<file path="src/pkg/ecrp_pkg.sv">
// Package of constants and carrier types for the epoch counter register bank.
`default_nettype none
package ecrp_pkg;
  // ****************************************************************
  // Register offsets
  // ****************************************************************
  localparam logic [7:0] EPOCH_BYTE0_ADDR = 8'h1B;
  localparam logic [7:0] EPOCH_BYTE1_ADDR = 8'h1C;
  localparam logic [7:0] EPOCH_BYTE2_ADDR = 8'h1D;
  localparam logic [7:0] EPOCH_BYTE3_ADDR = 8'h1E;
  localparam logic [7:0] SCRATCH_A_ADDR = 8'h1F;
  localparam logic [7:0] SCRATCH_B_ADDR = 8'h20;
  localparam logic [7:0] KEY_BYTE0_ADDR = 8'h21;
  localparam logic [7:0] KEY_BYTE1_ADDR = 8'h22;
  localparam logic [7:0] KEY_BYTE2_ADDR = 8'h23;
  localparam logic [7:0] KEY_BYTE3_ADDR = 8'h24;
  // ****************************************************************
  // Values and timing
  // ****************************************************************
  localparam logic [7:0] BYTE_RESET = 8'h00;
  localparam logic [7:0] PROTECT_ON_VALUE = 8'hFF;
  localparam logic [31:0] EPOCH_RESET = 32'h0000_0000;
  localparam int CLOCK_HZ = 50_000_000;
  localparam int REFRESH_MS = 66;
  localparam int REFRESH_CYCLES = REFRESH_MS * (CLOCK_HZ / 1000);
  // ****************************************************************
  // Carrier types
  // ****************************************************************
  typedef struct packed {
    logic wr;
    logic rd;
    logic [7:0] addr;
    logic [7:0] wdata;
  } ecrp_req_t;
endpackage
`default_nettype wire

</file>
<file path="src/hdl/ecrp_regs.sv">
// Epoch seconds counter, scratch bytes and unlock key entry register bank.
`default_nettype none
// Overview of operation
// The epoch count is one 32-bit plain binary value.
// An all-ones count that advances wraps to zero.
// The count advances by one on each 1 Hz tick.
// Ticks are dropped while the host writes an epoch byte.
// The count reads as four bytes, lowest at 1Bh, highest at 1Eh.
// All four epoch bytes are readable and writable.
// Reads always work; writes are blocked while locked. The key bytes 21h to 24h still take writes while locked.
// Two scratch bytes at 1Fh and 20h simply store data.
// After the first refresh of about 66 ms the key bytes clear.
// Protection applies only when the enable byte holds 255.
// The entered key is compared with the stored 32-bit reference.
// The host writes the matching key before protected writes.
// The key byte at 21h holds key bits 7 to 0.
// Key bytes are write-only and read as zero.
// Key bytes 22h to 24h hold bits 15-8, 23-16 and 31-24.
// Without protection, writes need no key.
// Reset clears the epoch count and scratch bytes.
module ecrp_regs #(
  parameter int REFRESH_CYCLES = ecrp_pkg::REFRESH_CYCLES
) (
  input wire logic clock_in, // 50 MHz clock
  input wire logic rst_n_in, // Asynchronous power-on reset
  input wire logic tick_in, // One-cycle tuned 1 Hz tick
  input wire ecrp_pkg::ecrp_req_t req_in, // Register access request
  input wire logic [7:0] nv_protect_enable_in, // Stored enable byte
  input wire logic [31:0] nv_key_reference_in, // Stored key reference
  output logic [7:0] rdata_out, // Read data, valid after read
  output logic unlocked_out, // Writes permitted as of the previous cycle, low at reset
  output logic [31:0] epoch_out // Epoch count
);
  typedef struct packed {
    logic [31:0] epoch;
    logic [7:0] scratch_a;
    logic [7:0] scratch_b;
    logic [31:0] key;
    logic [7:0] rdata;
    logic refreshed;
    logic [31:0] refresh_count;
    logic unlocked;
  } ecrp_state_t;

  ecrp_state_t state_reg;
  ecrp_state_t state_next;
  logic protect_on;
  logic write_ok;
  logic epoch_wr;
  logic epoch_sel;
  logic key_sel;
  logic tick_take;

  // ****************************************************************
  // Next state
  // ****************************************************************
  always_comb begin
    state_next = state_reg;
    protect_on = (nv_protect_enable_in == ecrp_pkg::PROTECT_ON_VALUE);
    write_ok = !protect_on || (state_reg.key == nv_key_reference_in);
    epoch_sel = (req_in.addr >= ecrp_pkg::EPOCH_BYTE0_ADDR) &&
      (req_in.addr <= ecrp_pkg::EPOCH_BYTE3_ADDR);
    key_sel = (req_in.addr >= ecrp_pkg::KEY_BYTE0_ADDR) &&
      (req_in.addr <= ecrp_pkg::KEY_BYTE3_ADDR);
    epoch_wr = req_in.wr && write_ok && epoch_sel;
    // A tick that meets an epoch write is dropped so the written bytes stay.
    tick_take = tick_in && !(req_in.wr && epoch_sel);
    state_next.unlocked = write_ok;
    if (tick_take) begin
      state_next.epoch = state_reg.epoch + 32'h0000_0001;
    end
    if (req_in.wr) begin
      unique case (req_in.addr)
        ecrp_pkg::EPOCH_BYTE0_ADDR: if (write_ok) begin
          state_next.epoch[7:0] = req_in.wdata;
        end
        ecrp_pkg::EPOCH_BYTE1_ADDR: if (write_ok) begin
          state_next.epoch[15:8] = req_in.wdata;
        end
        ecrp_pkg::EPOCH_BYTE2_ADDR: if (write_ok) begin
          state_next.epoch[23:16] = req_in.wdata;
        end
        ecrp_pkg::EPOCH_BYTE3_ADDR: if (write_ok) begin
          state_next.epoch[31:24] = req_in.wdata;
        end
        ecrp_pkg::SCRATCH_A_ADDR: if (write_ok) begin
          state_next.scratch_a = req_in.wdata;
        end
        ecrp_pkg::SCRATCH_B_ADDR: if (write_ok) begin
          state_next.scratch_b = req_in.wdata;
        end
        ecrp_pkg::KEY_BYTE0_ADDR: state_next.key[7:0] = req_in.wdata;
        ecrp_pkg::KEY_BYTE1_ADDR: state_next.key[15:8] = req_in.wdata;
        ecrp_pkg::KEY_BYTE2_ADDR: state_next.key[23:16] = req_in.wdata;
        ecrp_pkg::KEY_BYTE3_ADDR: state_next.key[31:24] = req_in.wdata;
        default: begin
        end
      endcase
    end
    if (req_in.rd) begin
      unique case (req_in.addr)
        ecrp_pkg::EPOCH_BYTE0_ADDR: state_next.rdata = state_reg.epoch[7:0];
        ecrp_pkg::EPOCH_BYTE1_ADDR: state_next.rdata = state_reg.epoch[15:8];
        ecrp_pkg::EPOCH_BYTE2_ADDR: state_next.rdata = state_reg.epoch[23:16];
        ecrp_pkg::EPOCH_BYTE3_ADDR: state_next.rdata = state_reg.epoch[31:24];
        ecrp_pkg::SCRATCH_A_ADDR: state_next.rdata = state_reg.scratch_a;
        ecrp_pkg::SCRATCH_B_ADDR: state_next.rdata = state_reg.scratch_b;
        default: state_next.rdata = ecrp_pkg::BYTE_RESET;
      endcase
    end
    // The key entry clears once, when the first refresh period ends.
    if (!state_reg.refreshed) begin
      if (state_reg.refresh_count >= 32'(REFRESH_CYCLES - 1)) begin
        state_next.refreshed = 1'b1;
        state_next.key = 32'h0000_0000;
      end else begin
        state_next.refresh_count = state_reg.refresh_count + 32'h0000_0001;
      end
    end
  end

  // ****************************************************************
  // State register
  // ****************************************************************
  always_ff @(posedge clock_in or negedge rst_n_in) begin
    if (!rst_n_in) begin
      state_reg <= '0;
    end else begin
      state_reg <= state_next;
    end
  end

  assign rdata_out = state_reg.rdata;
  assign unlocked_out = state_reg.unlocked;
  assign epoch_out = state_reg.epoch;
endmodule // ecrp_regs
`default_nettype wire

</file>
<file path="config.mk">
export PLATFORM = sky130hd
export DESIGN_NAME = ecrp_regs
export DESIGN_NICKNAME = d
export VERILOG_FILES = /design/src/pkg/ecrp_pkg.sv /design/src/hdl/ecrp_regs.sv
export SDC_FILE = /design/constraint.sdc
export NUM_CORES = 1
export LEC_CHECK = 0
export BUFFER_PORTS_ARGS = -buffer_cell sky130_fd_sc_hd__buf_2
export CAP_MARGIN = 10
export CORE_MARGIN = 3
export CORE_UTILIZATION = 58
export CTS_CLUSTER_DIAMETER = 80
export DETAILED_ROUTE_END_ITERATION = 10
export PLACE_DENSITY = 0.88
export SYNTH_ARGS = -nofsm -noshare
export SYNTH_HDL_FRONTEND = slang
export SYNTH_SLANG_ARGS = --single-unit
</file>
<file path="constraint.sdc">
create_clock -name clock_in -period 2.7 [get_ports clock_in]
set_input_delay 0.54 -clock clock_in [delete_from_list [all_inputs] [get_ports clock_in]]
set_output_delay 0.54 -clock clock_in [all_outputs]
set_load 0.01 [all_outputs]
</file>
=== After elaboration in Yosys (flattened, before gate mapping) ===
Index checks and enable logic that the tools add are counted.

* Word-level logic and storage cells: 60
* Output and inout bits: 41
* Bits of input ports: 61
* Register bits: 122

* Add/sub/neg operators: 2
* Reductions and logical operators: 9
* Bitwise gates (word level): 2
* Equal/unequal tests: 12
* Multiplexer cells: 24
* $lt $le $gt $ge: 3

{| class="wikitable"
|+ Operators by type and width
! cell !! count
|-
| $mux 32 || 4
|-
| $mux 8 || 16
|-
| $mux 80 || 1
|-
| $add 32x1->32 const B || 2
|-
| $pmux 8 s6 || 1
|-
| $eq 8x5->1 const B || 5
|-
| $eq 8x6->1 const B || 5
|-
| $mux 33 || 1
|-
| $eq 32x32->1 || 1
|-
| $ge 32x22->1 const B || 1
|-
| $eq 8x8->1 const B || 1
|-
| $ge 8x5->1 const B || 1
|-
| $le 8x5->1 const B || 1
|-
| $reduce_and 3->1 || 2
|-
| $logic_and 1x1->1 || 3
|-
| $logic_not 1->1 || 2
|-
| $not 1->1 || 2
|-
| $reduce_and 2->1 || 1
|-
| $logic_or 1x1->1 || 1
|-
| $mux 1 || 1
|}

=== Logic depth before layout (Yosys ltp) ===
* Depth in word-level cells: 11
* Depth in mapped cells: 8

=== Worst setup path before layout ===
OpenSTA, ideal clock, no wires.

* Path type: input to register
* Start point: input req_in[13] in the netlist's numbering
* End point: register state_reg (netlist bit epoch_out[0])
* Required time: 2.575 ns
* Arrival time: 2.036 ns
* Setup slack: 0.539 ns
* Stages: 6
* Buffers on the path: 1
* Setup time: 0.125 ns
* Cells stage by stage: nor4b_4 -> nand2_1 -> nor3_2 -> and3_1 -> buf_6 -> mux2_4

{| class="wikitable"
|+ RTL lines
! item !! line !! text
|-
| start, declared || ecrp_regs.sv:27 || <nowiki>input wire ecrp_pkg::ecrp_req_t req_in,</nowiki>
|-
| end signal, assigned || ecrp_regs.sv:129 || <nowiki>state_reg <= state_next;</nowiki>
|-
| end, declared || ecrp_regs.sv:45 || <nowiki>ecrp_state_t state_reg;</nowiki>
|}

==> results.yml <==
finish:
  nets: 748
  syn2layout_area_growth_pct: 14.3
  layout.cells.non_filler: 838
  largest_register_ffs: 81
  drive_above_1_share_pct: 27.9
  num_antenna_cells: 0
logic_synthesis:
  synth_nets: 688
  yosysSeqAreaShare_pct: 45.2
  synth.avg_cell_area_sq_um: 10.8
  async_flop_share_pct: 100
  netlist_area_sq_mm: 0.00675
  synth_edf_count: 0
  synth-seq-cells: 122
  synth_warnings: 0
  netlist_instances: 625
  synth_top_flop_cell: "dfrtp_1"
  yosysMostFrequentCell: "dfrtp_1"
  yosys.area.top_type: "dfrtp_1"
  synth_top_area_share_pct: 45.2
  synthTopCellsByCount: "dfrtp_1, xor2_1, buf_4, nor2_1, nand2_1"
  ys_types: 57
  synth_area_leaders: "dfrtp_1, xor2_1, mux2_1, buf_4, xnor2_1"
power_and_ir_drop:
  p_sw_w: 0.00134
  vdd_drop_max_v: 0.000484
  p_leak_nw: 3.87
  p_seq_share_pct: 42.4
  switching_share_pct: 27.0
  internal-power_w: 0.00362
  combPwrFrac_pct: 12.4
  power_density_mw_per_mm2: 642
  p_clk_share_pct: 45.2
clock_network:
  cts_tree: "yes"
  clkTransAtPathRegs_ns: 0.06
  post_cts_resized: 0
  numCtsBuffers: 17
  insertion_delay_ns: 0.43
  cts_setup_buffers: 0
  cts-root-buf: "clkbuf_16"
  cts_hold_buf: 0
  cts_sinks: 122
  cts_htree_levels: 4
  clockBufferDepth: 2
floorplan:
  coreArea_sq_mm: 0.0111
  die_w_um: 114
  ios: 102
  fp-row-count: 38
  die_area_sq_mm: 0.0130
  die_y_um: 114
  initial_core_util_pct: 60.7
placement:
  dp.cells: 806
  port_buffers: 101
  gp_congestion: 0.925
  place_ws_ns: 0.0921
  dp_hpwl_um: 11600
setup_path:
  path_max_fanout: 8
  cp_top_family: "simple AND/OR/NAND/NOR gates"
  critPathKind: "flop to flop"
  cp_data_required_time_ns: 3.00
  critical_path.cell_chain: "xor2_1 > nor4_1 > nand4_1 > o21ai_2 > buf_4 > and4_1 > mux2_1"
  crit_arrival_ns: 2.75
  end_kind: "flop"
  slowest_stage: "and4_1"
  path_buf_inv: 1
  critPathLaunchType: "flop"
  slowest_delay_ns: 0.45
detailed_routing:
  initialDrtViolationCount: 528
  wl_met3_um: 1460
  vias: 5148
  via_per_inst: 6.14
  wl_met2_um: 8460
  maxUsedRoutingLayer: "met4"
  wirelength_um: 17300
  drt-met1-wl_um: 6580
  drc: 0
  wire_per_inst_um: 20.7
  ant_nets: 0
  drt_pass1_iterations: 5
grt:
  antenna_found_initial: 0
  grt_pass1_vias: 5310
  grt_overflow: 0
  grt_pass1_wl_um: 27800
  grt_max_degree: 56
  grt_usage_pct: 28.0
sta:
  rsz0062_at_grt: "no"
  fin_crit_ns: 2.45
  maxSlewHeadroom_pct: 52.5
  fmax_mhz: 408
  fin_tns_setup_ns: 0
  tightest_slew_ns: 0.708
  finalHoldViolations: 0
  finalSetupViolCount: 0
  finalCritPeriodShare_pct: 90.9
  worst_slack_ns: 0.247
  skew_ns: 0.00673
  drv_slew: 0
worst_hold_path:
  hold_class: "primary input to asynchronous set/reset pin"
status:
  outcome: "finished, final reports clean"
job:
  max-cap-violations: 0
-- power groups by stage --
stage	logic (W)	registers, W	clock network, W
after global routing	0.000665	0.00212	0.00235
after floorplan	0.000467	0.00207	0
after CTS	0.000617	0.00210	0.00225
after global placement	0.000581	0.00212	0
final	0.000615	0.00210	0.00224
after detailed placement	0.000607	0.00213	0
-- cell type report --
class	count	area, sq um
well taps	140	175
flip-flops and latches	122	3050
fillers	770	3410
clock inverters	14	146
clock buffers	18	439
multi-input cells	409	3160
inverters	17	63.8
repair buffers	118	673
-- path summary, 6_finish.rpt --
kind / from / to / slack [ns] / depth (start not counted)
setup reg to reg: state_reg[68]$_DFF_PN0_ / epoch_out[8]$_DFF_PN0_ / 0.25 / 7
max in group asynchronous: rst_n_in / state_reg[53]$_DFF_PN0_ / 1.82 / 2
setup / recovery: state_reg[68]$_DFF_PN0_ / epoch_out[8]$_DFF_PN0_ / 0.25 / 7
min in group clock_in: state_reg[30]$_DFFE_PN0P_ / state_reg[30]$_DFFE_PN0P_ / 0.38 / 0
hold reg to reg: state_reg[30]$_DFFE_PN0P_ / state_reg[30]$_DFFE_PN0P_ / 0.38 / 0
hold / removal: rst_n_in / rdata_out[0]$_DFFE_PN0P_ / 0.12 / 1
-- routing by layer --
layer  track usage, %  up-vias
met5                0        -
met3             8.01       75
met2             45.0      282
met4             14.9        0
met1             34.4     2524
li1                 -     2267
-- stage by stage --
step                      util, %  power, W  cell area (sq um)  hold WS (ns)
after CTS                    69.3   0.00496               7710         0.126
after floorplan                 -   0.00254               6750         0.244
after global placement       64.1   0.00270               7130         0.365
after detailed placement     64.1   0.00273               7130         0.367
final                        69.3   0.00495               7710         0.119
after global routing         69.3   0.00513               7710         0.157
-- kinds of logic after synthesis --
family | count (synthesis) | synth area share (%)
compound gates | 56 | 6.32
xor+xnor | 83 | 10.8
fa+ha+maj | 2 | 0.371
buf+inv | 94 | 7.95
flops | 122 | 45.2
mux | 80 | 13.3
simple gates | 188 | 16.1
-- placed cells by master (no fill, tap or decap), types with 3 or more instances in the layout --
| master | synthesis | routed |
|---|---|---|
| dfrtp_1 | 122 | 122 |
| buf_2 | 9 | 100 |
| xor2_1 | 49 | 49 |
| nor2_1 | 44 | 43 |
| nand2_1 | 43 | 43 |
| xnor2_1 | 34 | 34 |
| mux2_1 | 31 | 31 |
| nand3_1 | 28 | 28 |
| mux2i_1 | 27 | 27 |
| inv_1 | 17 | 17 |
| clkbuf_16 | 0 | 17 |
| nor4_1 | 15 | 15 |
| buf_4 | 44 | 15 |
| mux2_2 | 14 | 14 |
| nand4_1 | 12 | 12 |
| and3_1 | 9 | 9 |
| a21oi_1 | 9 | 9 |
| mux2_4 | 8 | 8 |
| o22ai_1 | 8 | 8 |
| nor3_1 | 6 | 6 |
| clkinvlp_4 | 0 | 6 |
| nor3_2 | 5 | 5 |
| o21ai_0 | 5 | 5 |
| a22oi_1 | 5 | 5 |
| o2bb2ai_1 | 5 | 5 |
| a221oi_1 | 5 | 5 |
| and2_1 | 4 | 4 |
| a21boi_1 | 4 | 4 |
| nor3b_2 | 3 | 3 |
| a222oi_1 | 3 | 3 |
| clkinv_2 | 0 | 3 |
| buf_12 | 0 | 3 |
(Power assumes the default switching activity.)
